[config.mk]
export PLATFORM = sky130hd
export DESIGN_NAME = comparator_channel_control
export DESIGN_NICKNAME = d
export VERILOG_FILES = /design/src/design/comparator_channel_pkg.sv /design/src/design/level_sync.sv /design/src/design/trigger_detect.sv /design/src/design/comparator_channel_control.sv
export SDC_FILE = /design/constraint.sdc
export NUM_CORES = 1
export LEC_CHECK = 0
export ABC_CLOCK_PERIOD_IN_PS = 2000
export BUFFER_PORTS_ARGS = -buffer_cell sky130_fd_sc_hd__buf_4
export CORE_MARGIN = 2
export CORE_UTILIZATION = 45
export DETAILED_ROUTE_END_ITERATION = 6
export GPL_ROUTABILITY_DRIVEN = 0
export PLACE_DENSITY = 0.85
export REMOVE_ABC_BUFFERS = 1
export SETUP_SLACK_MARGIN = 0.4
export SYNTH_ARGS = -nofsm -noshare
export SYNTH_HDL_FRONTEND = slang
export SYNTH_SLANG_ARGS = --single-unit
[constraint.sdc]
create_clock -name pclk -period 2 [get_ports pclk]
set_input_delay 0.3 -clock pclk [delete_from_list [all_inputs] [get_ports pclk]]
set_output_delay 0.3 -clock pclk [all_outputs]
set_load 0.005 [all_outputs]
[src/design/comparator_channel_pkg.sv]
// Purpose: Shared constants for the comparator channel control block
// Assumes: APB with 32-bit data, two register words
// Notes: Field positions and codes of the channel configuration word
package comparator_channel_pkg;
  localparam logic [11:0] CFG_OFFSET = 12'h000;
  localparam logic [11:0] STATUS_OFFSET = 12'h004;
  localparam logic [31:0] CFG_RESET = 32'h0000_0000;
  localparam int EXCHANGE_BIT = 15;
  localparam int PLUS_SEL_LSB = 12;
  localparam int MINUS_SEL_LSB = 8;
  localparam int TRIG_LSB = 5;
  localparam int SPEED_LSB = 2;
  localparam int ONE_SHOT_BIT = 1;
  localparam int ENABLE_BIT = 0;
  localparam int SYNC_STAGES = 2;
  localparam logic [2:0] MINUS_GROUND = 3'h4;
  localparam logic [2:0] MINUS_SUPPLY_FRACTION = 3'h5;
  localparam logic [2:0] MINUS_BANDGAP = 3'h6;
  localparam logic [2:0] MINUS_CONVERTER = 3'h7;
  localparam logic [1:0] TRIG_TOGGLE = 2'h0;
  localparam logic [1:0] TRIG_RISING = 2'h1;
  localparam logic [1:0] TRIG_FALLING = 2'h2;
  localparam logic [1:0] TRIG_END_OF_COMPARE = 2'h3;
  localparam logic [1:0] SPEED_LOW = 2'h0;
  localparam logic [1:0] SPEED_HIGH = 2'h1;
endpackage : comparator_channel_pkg

[src/design/level_sync.sv]
// Purpose: Two flip-flop synchroniser for one level
// Assumes: Single clock, async active-low reset
// Notes: First stage is read by the second stage only
`timescale 1ns/1ps
module level_sync
#(
  parameter int STAGES = 2
)
(
  input wire logic pclk,
  input wire logic presetn,
  input wire logic async_level,
  output logic sync_level
);
  logic [STAGES-1:0] chain;

  // Shift chain, last stage is the output
  always_ff @(posedge pclk or negedge presetn)
  begin
    if (!presetn)
      chain <= '0;
    else
      chain <= {chain[STAGES-2:0], async_level};
  end

  assign sync_level = chain[STAGES-1];
endmodule : level_sync

[src/design/trigger_detect.sv]
// Purpose: Trigger condition decoder for the comparator result
// Assumes: Result and done already in the core domain
// Notes: End-of-compare only fires in one-shot operation
`timescale 1ns/1ps
module trigger_detect
  import comparator_channel_pkg::*;
(
  input wire logic pclk,
  input wire logic presetn,
  input wire logic active,
  input wire logic result,
  input wire logic compare_done,
  input wire logic one_shot,
  input wire logic [1:0] condition,
  output logic fire
);
  logic prev;
  logic rise;
  logic fall;

  // Remember last result, cleared while the channel is off
  always_ff @(posedge pclk or negedge presetn)
  begin
    if (!presetn)
      prev <= 1'b0;
    else if (!active)
      prev <= 1'b0;
    else
      prev <= result;
  end

  assign rise = active && result && !prev;
  assign fall = active && !result && prev;

  // Select the event
  always_comb
  begin
    case (condition)
      TRIG_TOGGLE: fire = rise || fall;
      TRIG_RISING: fire = rise;
      TRIG_FALLING: fire = fall;
      TRIG_END_OF_COMPARE: fire = active && one_shot && compare_done;
      default: fire = 1'b0;
    endcase
  end
endmodule : trigger_detect

[src/design/comparator_channel_control.sv]
// Purpose: Configuration and enable control of one comparator channel
// Assumes: APB slave, one clock; core clock arrives as enable pulses
// Notes: Enable passes a two-stage synchroniser with an acknowledge
`timescale 1ns/1ps
module comparator_channel_control
  import comparator_channel_pkg::*;
(
  input wire logic pclk,
  input wire logic presetn,
  input wire logic psel,
  input wire logic penable,
  input wire logic pwrite,
  input wire logic [11:0] paddr,
  input wire logic [31:0] pwdata,
  input wire logic [3:0] pstrb,
  output logic [31:0] prdata,
  output logic pready,
  output logic pslverr,
  input wire logic core_tick,
  input wire logic [3:0] pin_level_valid,
  input wire logic raw_compare,
  input wire logic compare_done,
  output logic [1:0] plus_input_select,
  output logic [2:0] minus_input_select,
  output logic positive_from_minus,
  output logic negative_from_plus,
  output logic [1:0] speed_select,
  output logic one_shot,
  output logic comparator_enable,
  output logic compare_result,
  output logic trigger_event
);
  import comparator_channel_pkg::*;

  logic exchange;
  logic [1:0] trigger_condition;
  logic enable_request;
  logic enable_state;
  logic core_req_sync;
  logic core_enable;
  logic ack_sync;
  logic write_access;
  logic read_access;
  logic addr_ok;
  logic cfg_hit;
  logic status_hit;
  logic locked;
  logic fire;
  logic [31:0] cfg_word;
  logic [31:0] next_prdata;

  // Bus decode, zero wait states
  assign write_access = psel && penable && pwrite;
  assign read_access = psel && !penable && !pwrite;
  assign cfg_hit = paddr == CFG_OFFSET;
  assign status_hit = paddr == STATUS_OFFSET;
  assign addr_ok = cfg_hit || status_hit;
  assign pready = 1'b1;
  assign pslverr = psel && penable && !addr_ok;

  // Lock holds while enabled or a change is in flight
  assign locked = enable_request || enable_state;

  // Configuration fields, bus domain, no sync
  always_ff @(posedge pclk or negedge presetn)
  begin
    if (!presetn)
    begin
      exchange <= CFG_RESET[EXCHANGE_BIT];
      plus_input_select <= CFG_RESET[PLUS_SEL_LSB +: 2];
      minus_input_select <= CFG_RESET[MINUS_SEL_LSB +: 3];
      trigger_condition <= CFG_RESET[TRIG_LSB +: 2];
      speed_select <= CFG_RESET[SPEED_LSB +: 2];
      one_shot <= CFG_RESET[ONE_SHOT_BIT];
    end
    else if (write_access && cfg_hit && !locked)
    begin
      if (pstrb[1])
      begin
        exchange <= pwdata[EXCHANGE_BIT];
        plus_input_select <= pwdata[PLUS_SEL_LSB +: 2];
        minus_input_select <= pwdata[MINUS_SEL_LSB +: 3];
      end
      if (pstrb[0])
      begin
        trigger_condition <= pwdata[TRIG_LSB +: 2];
        speed_select <= pwdata[SPEED_LSB +: 2];
        one_shot <= pwdata[ONE_SHOT_BIT];
      end
    end
  end

  // Requested enable, written any time
  always_ff @(posedge pclk or negedge presetn)
  begin
    if (!presetn)
      enable_request <= CFG_RESET[ENABLE_BIT];
    else if (write_access && cfg_hit && pstrb[0])
      enable_request <= pwdata[ENABLE_BIT];
  end

  // Request into core domain, two ticks of core clock
  logic [1:0] req_chain;
  always_ff @(posedge pclk or negedge presetn)
  begin
    if (!presetn)
      req_chain <= 2'h0;
    else if (core_tick)
      req_chain <= {req_chain[0], enable_request};
  end
  assign core_req_sync = req_chain[1];

  // Core side applies request
  always_ff @(posedge pclk or negedge presetn)
  begin
    if (!presetn)
      core_enable <= 1'b0;
    else if (core_tick)
      core_enable <= core_req_sync;
  end

  // Acknowledge back to bus side
  level_sync #(
    .STAGES(SYNC_STAGES)
  ) u_ack_sync (
    .pclk(pclk),
    .presetn(presetn),
    .async_level(core_enable),
    .sync_level(ack_sync)
  );

  // Readable enable follows completed action only
  always_ff @(posedge pclk or negedge presetn)
  begin
    if (!presetn)
      enable_state <= 1'b0;
    else
      enable_state <= ack_sync;
  end

  assign comparator_enable = core_enable;

  // Terminal routing, exchange swaps roles
  assign positive_from_minus = exchange;
  assign negative_from_plus = exchange;

  // Result inverted when exchanged, cleared while core_enable is low
  logic result_q;
  always_ff @(posedge pclk or negedge presetn)
  begin
    if (!presetn)
      result_q <= 1'b0;
    else if (!core_enable)
      result_q <= 1'b0;
    else if (core_tick)
      result_q <= raw_compare ^ exchange;
  end
  assign compare_result = result_q;

  trigger_detect u_trigger (
    .pclk(pclk),
    .presetn(presetn),
    .active(core_enable),
    .result(raw_compare ^ exchange),
    .compare_done(compare_done),
    .one_shot(one_shot),
    .condition(trigger_condition),
    .fire(fire)
  );

  // Event output registered
  always_ff @(posedge pclk or negedge presetn)
  begin
    if (!presetn)
      trigger_event <= 1'b0;
    else
      trigger_event <= fire;
  end

  // Read word, reserved bits zero
  always_comb
  begin
    cfg_word = 32'h0000_0000;
    cfg_word[EXCHANGE_BIT] = exchange;
    cfg_word[PLUS_SEL_LSB +: 2] = plus_input_select;
    cfg_word[MINUS_SEL_LSB +: 3] = minus_input_select;
    cfg_word[TRIG_LSB +: 2] = trigger_condition;
    cfg_word[SPEED_LSB +: 2] = speed_select;
    cfg_word[ONE_SHOT_BIT] = one_shot;
    cfg_word[ENABLE_BIT] = enable_state;
  end

  always_comb
  begin
    next_prdata = 32'h0000_0000;
    if (cfg_hit)
      next_prdata = cfg_word;
    else if (status_hit)
      next_prdata = {26'h0, pin_level_valid, result_q,
        enable_request != enable_state};
  end

  // Read data captured in setup phase
  always_ff @(posedge pclk or negedge presetn)
  begin
    if (!presetn)
      prdata <= 32'h0000_0000;
    else if (read_access)
      prdata <= next_prdata;
  end
endmodule : comparator_channel_control

==> results of run 1 <==
-- metal layers --
| layer | up-vias | global-route usage, % | part of all wire [%] |
|---|---|---|---|
| li1 | 538 | - | - |
| met1 | 528 | 20.0 | 40 |
| met2 | 59 | 28.6 | 50 |
| met3 | 2 | 6.51 | 9.0 |
| met4 | 0 | 4.79 | 0.46 |
| met5 | - | 0 | 0 |
-- final timing paths --
path | from | end | slack, ns | depth (start not counted)
min | pwdata[13] | plus_input_select[1] | 0.19 | 2
max in group asynchronous | presetn | enable_state | 1.27 | 2
min reg2reg | u_ack_sync.chain[0] | u_ack_sync.chain[1] | 0.36 | 0
max | paddr[10] | pslverr | 0.62 | 4
max reg2reg | enable_request | plus_input_select[0] | 0.62 | 5
min in group asynchronous | presetn | trigger_condition[1] | 0.43 | 2
-- power by group --
part           switching, mW  internal (mW)  leakage (nW)
sequential          0.000225          0.687         0.475
clock                  0.239          0.391        0.0554
combinational         0.0560         0.0600         0.652
total                  0.295           1.14          1.18
-- through the flow --
stage	power, mW	cell area (sq um)	std cells	hold slack (ns)	util, %
after detailed placement	0.817	2080	233	0.266	61.0
final	1.43	2200	242	0.190	64.4
after floorplan	0.731	1540	122	0.00441	-
after CTS	1.45	2200	242	0.176	64.4
after global placement	0.816	2080	233	0.266	61.0
after global routing	1.50	2200	242	0.157	64.4
-- flip-flops by register name, summed over array words and instances (netlist names) --
register,cells
one_shot,1
trigger_event,1
speed_select,2
u_ack_sync.chain,2
comparator_enable,1
negative_from_plus,1
trigger_condition,2
u_trigger.prev,1
enable_request,1
enable_state,1
req_chain,2
prdata,13
plus_input_select,2
compare_result,1
minus_input_select,3
-- cells in the mapped netlist (2+ instances only) --
| library cell | n |
|---|---|
| a22o_1 | 7 |
| mux2_4 | 6 |
| nand2_1 | 11 |
| nor2_4 | 2 |
| dfrtp_1 | 34 |
| o21ai_0 | 6 |
| mux2_2 | 9 |
| mux2i_1 | 5 |
| nor4_4 | 2 |
| buf_4 | 21 |
| inv_1 | 3 |
| conb_1 | 2 |
-- worst max-delay path: cells and delay by family --
family	cells	cell delay (ns)
buffers and inverters	2	0.28
AO/OA/AOI/OAI	1	0.13
AND/OR/NAND/NOR	1	0.37
-- layout by cell type (no fill, tap or decap), types with 2 or more instances in the layout --
master	n
a22o_1	7
buf_4	65
bufinv_16	2
clkbuf_4	5
conb_1	20
dfrtp_1	34
inv_1	3
mux2_2	9
mux2_4	6
mux2i_1	5
nand2_1	11
nor2_4	2
nor4_4	2
o21ai_0	6
-- layout make-up --
type	count	share of cell area [%]
clock buffers	5	1.71
inverters	3	0.512
clock inverters	3	3.13
well taps	46	2.62
multi-input cells	85	30.7
flip-flops and latches	34	38.7
repair buffers	66	22.7
-- repair_timing --
action | 4_1_cts | 5_1_grt
hold buffers | 1 | 0
endpoints found under the setup margin | 0 | 0
endpoints found under the hold margin | 34 | 0
-- cells by family (layout without fill, tap and decap cells) --
kind of cell             after synthesis  in the layout  synth area share (%)
other                                  2             20                 0.457
AND/OR/NAND/NOR                       26             26                  13.0
flip-flops                            34             34                  51.8
multiplexers                          20             20                  14.7
AO/OA/AOI/OAI                         17             17                  7.55
adder cells (fa/ha/maj)                1              1                 0.762
XOR/XNOR                               1              1                 0.534
buffers and inverters                 26             77                  11.2
==> impl_metrics.tcl, run 1 <==
set metrics [dict create \
    fillers 297 \
    drc 0 \
    grt_max_degree 35 \
    synth_seq_cells 34 \
    fin_nets 256 \
    cpMostUsedCell "buf_4" \
    netlist_top_cells_area "dfrtp_1 52%, buf_4 9.6%, mux2_2 6.2%, mux2_4 5.5%, a22o_1 3.7%" \
    dp_slack_ns 0.268 \
    slowest_stage "nor4_4" \
    dr_total_vias 1127 \
    cap_violations 0 \
    totalWireLength_mm 3.23 \
    finalHoldViolCount 0 \
    clk_latency_ns 0.33 \
    status "finished clean" \
    die_height_um 64.4 \
    yosys.area.top_type "dfrtp_1" \
    cts.htree.levels 2 \
    crit_required_ns 1.70 \
    yosysWarnings 0 \
    overflow 0 \
    ir_drop_uv 535 \
    path_clk_slew_ns 0.11 \
    syn_area_per_cell_sq_um 12.9 \
    multi_input_area_sq_um 674 \
    syn-instance-count 127 \
    p_per_area_mw_per_mm2 652 \
    drtAntennaViolNets 0 \
    ios 107 \
    postCtsSetupBuffers 0 \
    cts_tree "yes" \
    design.die.area_sq_mm 0.00415 \
    slew_violations 0 \
    core_sq_mm 0.00342 \
    synth_area_sq_mm 0.00164 \
    start_util_pct 48.1 \
    insertedDiodeCount 0 \
    worstSetupEndpointType "output port" \
    hold_path.class "in -> reg" \
    crit_fanout 3 \
    die_w_um 64.4 \
    grt_antenna_before_repair 0 \
    start_kind "input port" \
    dr.pass1.iters 4 \
    synth_edf_count 0 \
    numPortBuffers 64 \
    rsz0062_at_grt "no" \
    worst_slack_ns 0.623 \
    wl_per_cell_um 13.3 \
    setup_violations 0 \
    cp_data_arrival_time_ns 1.08 \
    rows 21 \
    critPathKind "in -> out" \
    skew_ns 0.00777 \
    place_hpwl_mm 2.53 \
    finalCriticalPeriod_ns 1.38 \
    first_iter_violations 34 \
    cp_cell_sequence "buf_4 -> nor4_4 -> a31oi_1 -> buf_4" \
    synthToLayoutAreaGrowth_pct 33.9 \
    clockRootBuffer "clkbuf_4" \
    fin_crit_sh_pct 68.8 \
    leakage_nw 1.18 \
    track_usage_pct 16.9 \
    grt_pass1_vias 1137 \
    drive_above_1_share_pct 49.0 \
    viasPerCell 4.66 \
    ys.flop_type "dfrtp_1" \
    cts_sinks 34 \
    yosys.area.top_type_share_pct 51.8 \
    numCtsBuffers 5 \
    seqCellArea_sq_um 851 \
    grt_pass1_wl_mm 5.24 \
    max_stage_delay_ns 0.37 \
    netlist-cell-type-count 31 \
    fin_tns_setup_ns 0 \
    ys_seq_area_share_pct 51.8 \
    cts_resized 0 \
    synthArstFlopShare_pct 100 \
    cts.path.max_buffers 2 \
    fmax_ghz 0.726 \
]
No activity file was read; power rests on OpenSTA's default activity.
==> inputs of run 2 (changes only) <==
--- a/config.mk
+++ b/config.mk
@@ -5,13 +5,13 @@
 export SDC_FILE = /design/constraint.sdc
 export NUM_CORES = 1
 export LEC_CHECK = 0
-export ABC_CLOCK_PERIOD_IN_PS = 2000
+export ABC_CLOCK_PERIOD_IN_PS = 1300
 export BUFFER_PORTS_ARGS = -buffer_cell sky130_fd_sc_hd__buf_4
 export CORE_MARGIN = 2
-export CORE_UTILIZATION = 45
+export CORE_UTILIZATION = 42
 export DETAILED_ROUTE_END_ITERATION = 6
 export GPL_ROUTABILITY_DRIVEN = 0
-export PLACE_DENSITY = 0.85
+export PLACE_DENSITY = 0.8
 export REMOVE_ABC_BUFFERS = 1
 export SETUP_SLACK_MARGIN = 0.4
 export SYNTH_ARGS = -nofsm -noshare
==> constraint.sdc (replaced) <==
create_clock -name pclk -period 1.3 [get_ports pclk]
set_input_delay 0.195 -clock pclk [delete_from_list [all_inputs] [get_ports pclk]]
set_output_delay 0.195 -clock pclk [all_outputs]
set_load 0.005 [all_outputs]
==> impl_metrics.tcl, run 2 (synthesis gave the netlist of run 1 again) <==
set metrics [dict create \
    status "finished with violations" \
    violations "setup timing" \
    overflow 0 \
    crit_fanout 5 \
    fmax_ghz 0.754 \
    leakage_nw 1.38 \
    cts_sinks 34 \
    cts.path.max_buffers 2 \
    p_per_area_mw_per_mm2 788 \
    p_total_mw 2.06 \
    numCtsBuffers 5 \
    mostFrequentLayoutCells "62 x buf_4, 33 x dfrtp_1, 32 x buf_6" \
    cap_violations 0 \
    cp_data_arrival_time_ns 1.50 \
    setup_violations 5 \
    dr.pass1.iters 4 \
    hold_path.class "in -> reg" \
    layout_commonest_cell "buf_4" \
    start_kind "register" \
    core_sq_mm 0.00372 \
    numPortBuffers 64 \
    cts.htree.levels 2 \
    wl_per_cell_um 15.4 \
    max_stage_delay_ns 0.39 \
    drtAntennaViolNets 0 \
    placed_cells 241 \
    fin_crit_sh_pct 102 \
    drive_above_1_share_pct 61.8 \
    top_register "prdata" \
    slowest_stage "dfrtp_1" \
    ios 107 \
    track_usage_pct 20.9 \
    worst_slack_ns -0.0264 \
    path_buf_inv 1 \
    rows 22 \
    cts_tree "yes" \
    dr_total_vias 1273 \
    design.die.area_sq_mm 0.00442 \
    cp_cell_sequence "inv_2 -> ha_4 -> nand2_4 -> nor2_4 -> mux2_4" \
    insertedDiodeCount 0 \
    fin_area_sq_mm 0.00262 \
    final_util_pct 70.4 \
    die_height_um 66.5 \
    synthToLayoutAreaGrowth_pct 59.4 \
    rsz0062_at_grt "yes" \
    path_clk_slew_ns 0.07 \
    viasPerCell 4.66 \
    totalWireLength_mm 4.21 \
    worstSetupEndpointType "register" \
    fillers 277 \
    clk_latency_ns 0.29 \
    finalHoldViolCount 0 \
    fin_tns_setup_ns -0.115 \
    place_hpwl_mm 2.74 \
    dp_slack_ns -0.275 \
    first_iter_violations 42 \
    grt_antenna_before_repair 0 \
    largest_register_ffs 13 \
    top_regs "prdata x13, minus_input_select x3" \
    grt_pass1_vias 1358 \
    fin_nets 285 \
    finalCriticalPeriod_ns 1.33 \
    grt_pass1_wl_mm 6.78 \
    skew_ns 0.00543 \
    start_util_pct 44.2 \
    layout.cells.non_filler 273 \
    die_w_um 66.5 \
    place_area_sq_mm 0.00213 \
    slew_violations 0 \
    whs_ns 0.132 \
    path_delay_family "flip-flops" \
    crit_required_ns 1.47 \
    clockRootBuffer "clkbuf_8" \
    ir_drop_uv 814 \
    grt_max_degree 35 \
    critPathKind "reg -> reg" \
    drc 0 \
]
run 2: cell types whose count changed in the layout (fill, tap and decap cells not counted), sizes merged:
cell / delta
buf: +29
clkbuf: +2
bufinv: -2
run 2: power breakdown:
part | internal, mW | leakage [nW] | switching [mW] | total (mW)
sequential | 1.06 | 0.474 | 0.000375 | 1.06
clock | 0.426 | 0.0482 | 0.362 | 0.789
combinational | 0.111 | 0.861 | 0.102 | 0.213
run 2: routing by layer:
layer	GRT usage, %	up-vias	routed length [um]
li1	-	591	-
met1	25.5	624	1680
met2	35.1	53	2270
met3	5.41	5	227
met4	8.16	0	35
met5	0	-	0
run 2: final cells by class:
class / count / area (sq um) / share of cell area [%]
Tap cell: 48 / 60.1 / 2.30
Multi-Input combinational cell: 85 / 766 / 29.3
Inverter: 3 / 11.3 / 0.430
Timing Repair Buffer: 95 / 836 / 31.9
Clock inverter: 1 / 5.00 / 0.191
Sequential cell: 34 / 852 / 32.6
Clock buffer: 7 / 86.3 / 3.30
run 2: repair_timing:
| item | in CTS | in global routing |
|---|---|---|
| endpoints found under the hold margin | 34 | 0 |
| pin swaps | 21 | 8 |
| setup endpoints to repair | 55 | 57 |
| hold buffers | 1 | 0 |
| cloned | 0 | 0 |
| buffers inserted | 17 | 6 |
| gates resized for setup | 50 | 14 |
run 2: path summary, 6_finish.rpt:
kind / start / endpoint / slack, ns / depth (start not counted)
setup / recovery: enable_request / trigger_condition[1] / -0.03 / 5
hold / removal: pwdata[9] / minus_input_select[1] / 0.13 / 2
setup reg to reg: enable_request / trigger_condition[1] / -0.03 / 5
hold reg to reg: u_ack_sync.chain[0] / u_ack_sync.chain[1] / 0.35 / 0
max in group asynchronous: presetn / negative_from_plus / 0.59 / 2
min in group asynchronous: presetn / comparator_enable / 0.39 / 2
run 2: worst reg2reg max path: cells and delay by family, from the launching register on:
kind          cells  cell delay [ns]
flops             1             0.39
mux               1             0.33
buf+inv           1             0.08
fa+ha+maj         1             0.16
simple gates      2             0.26
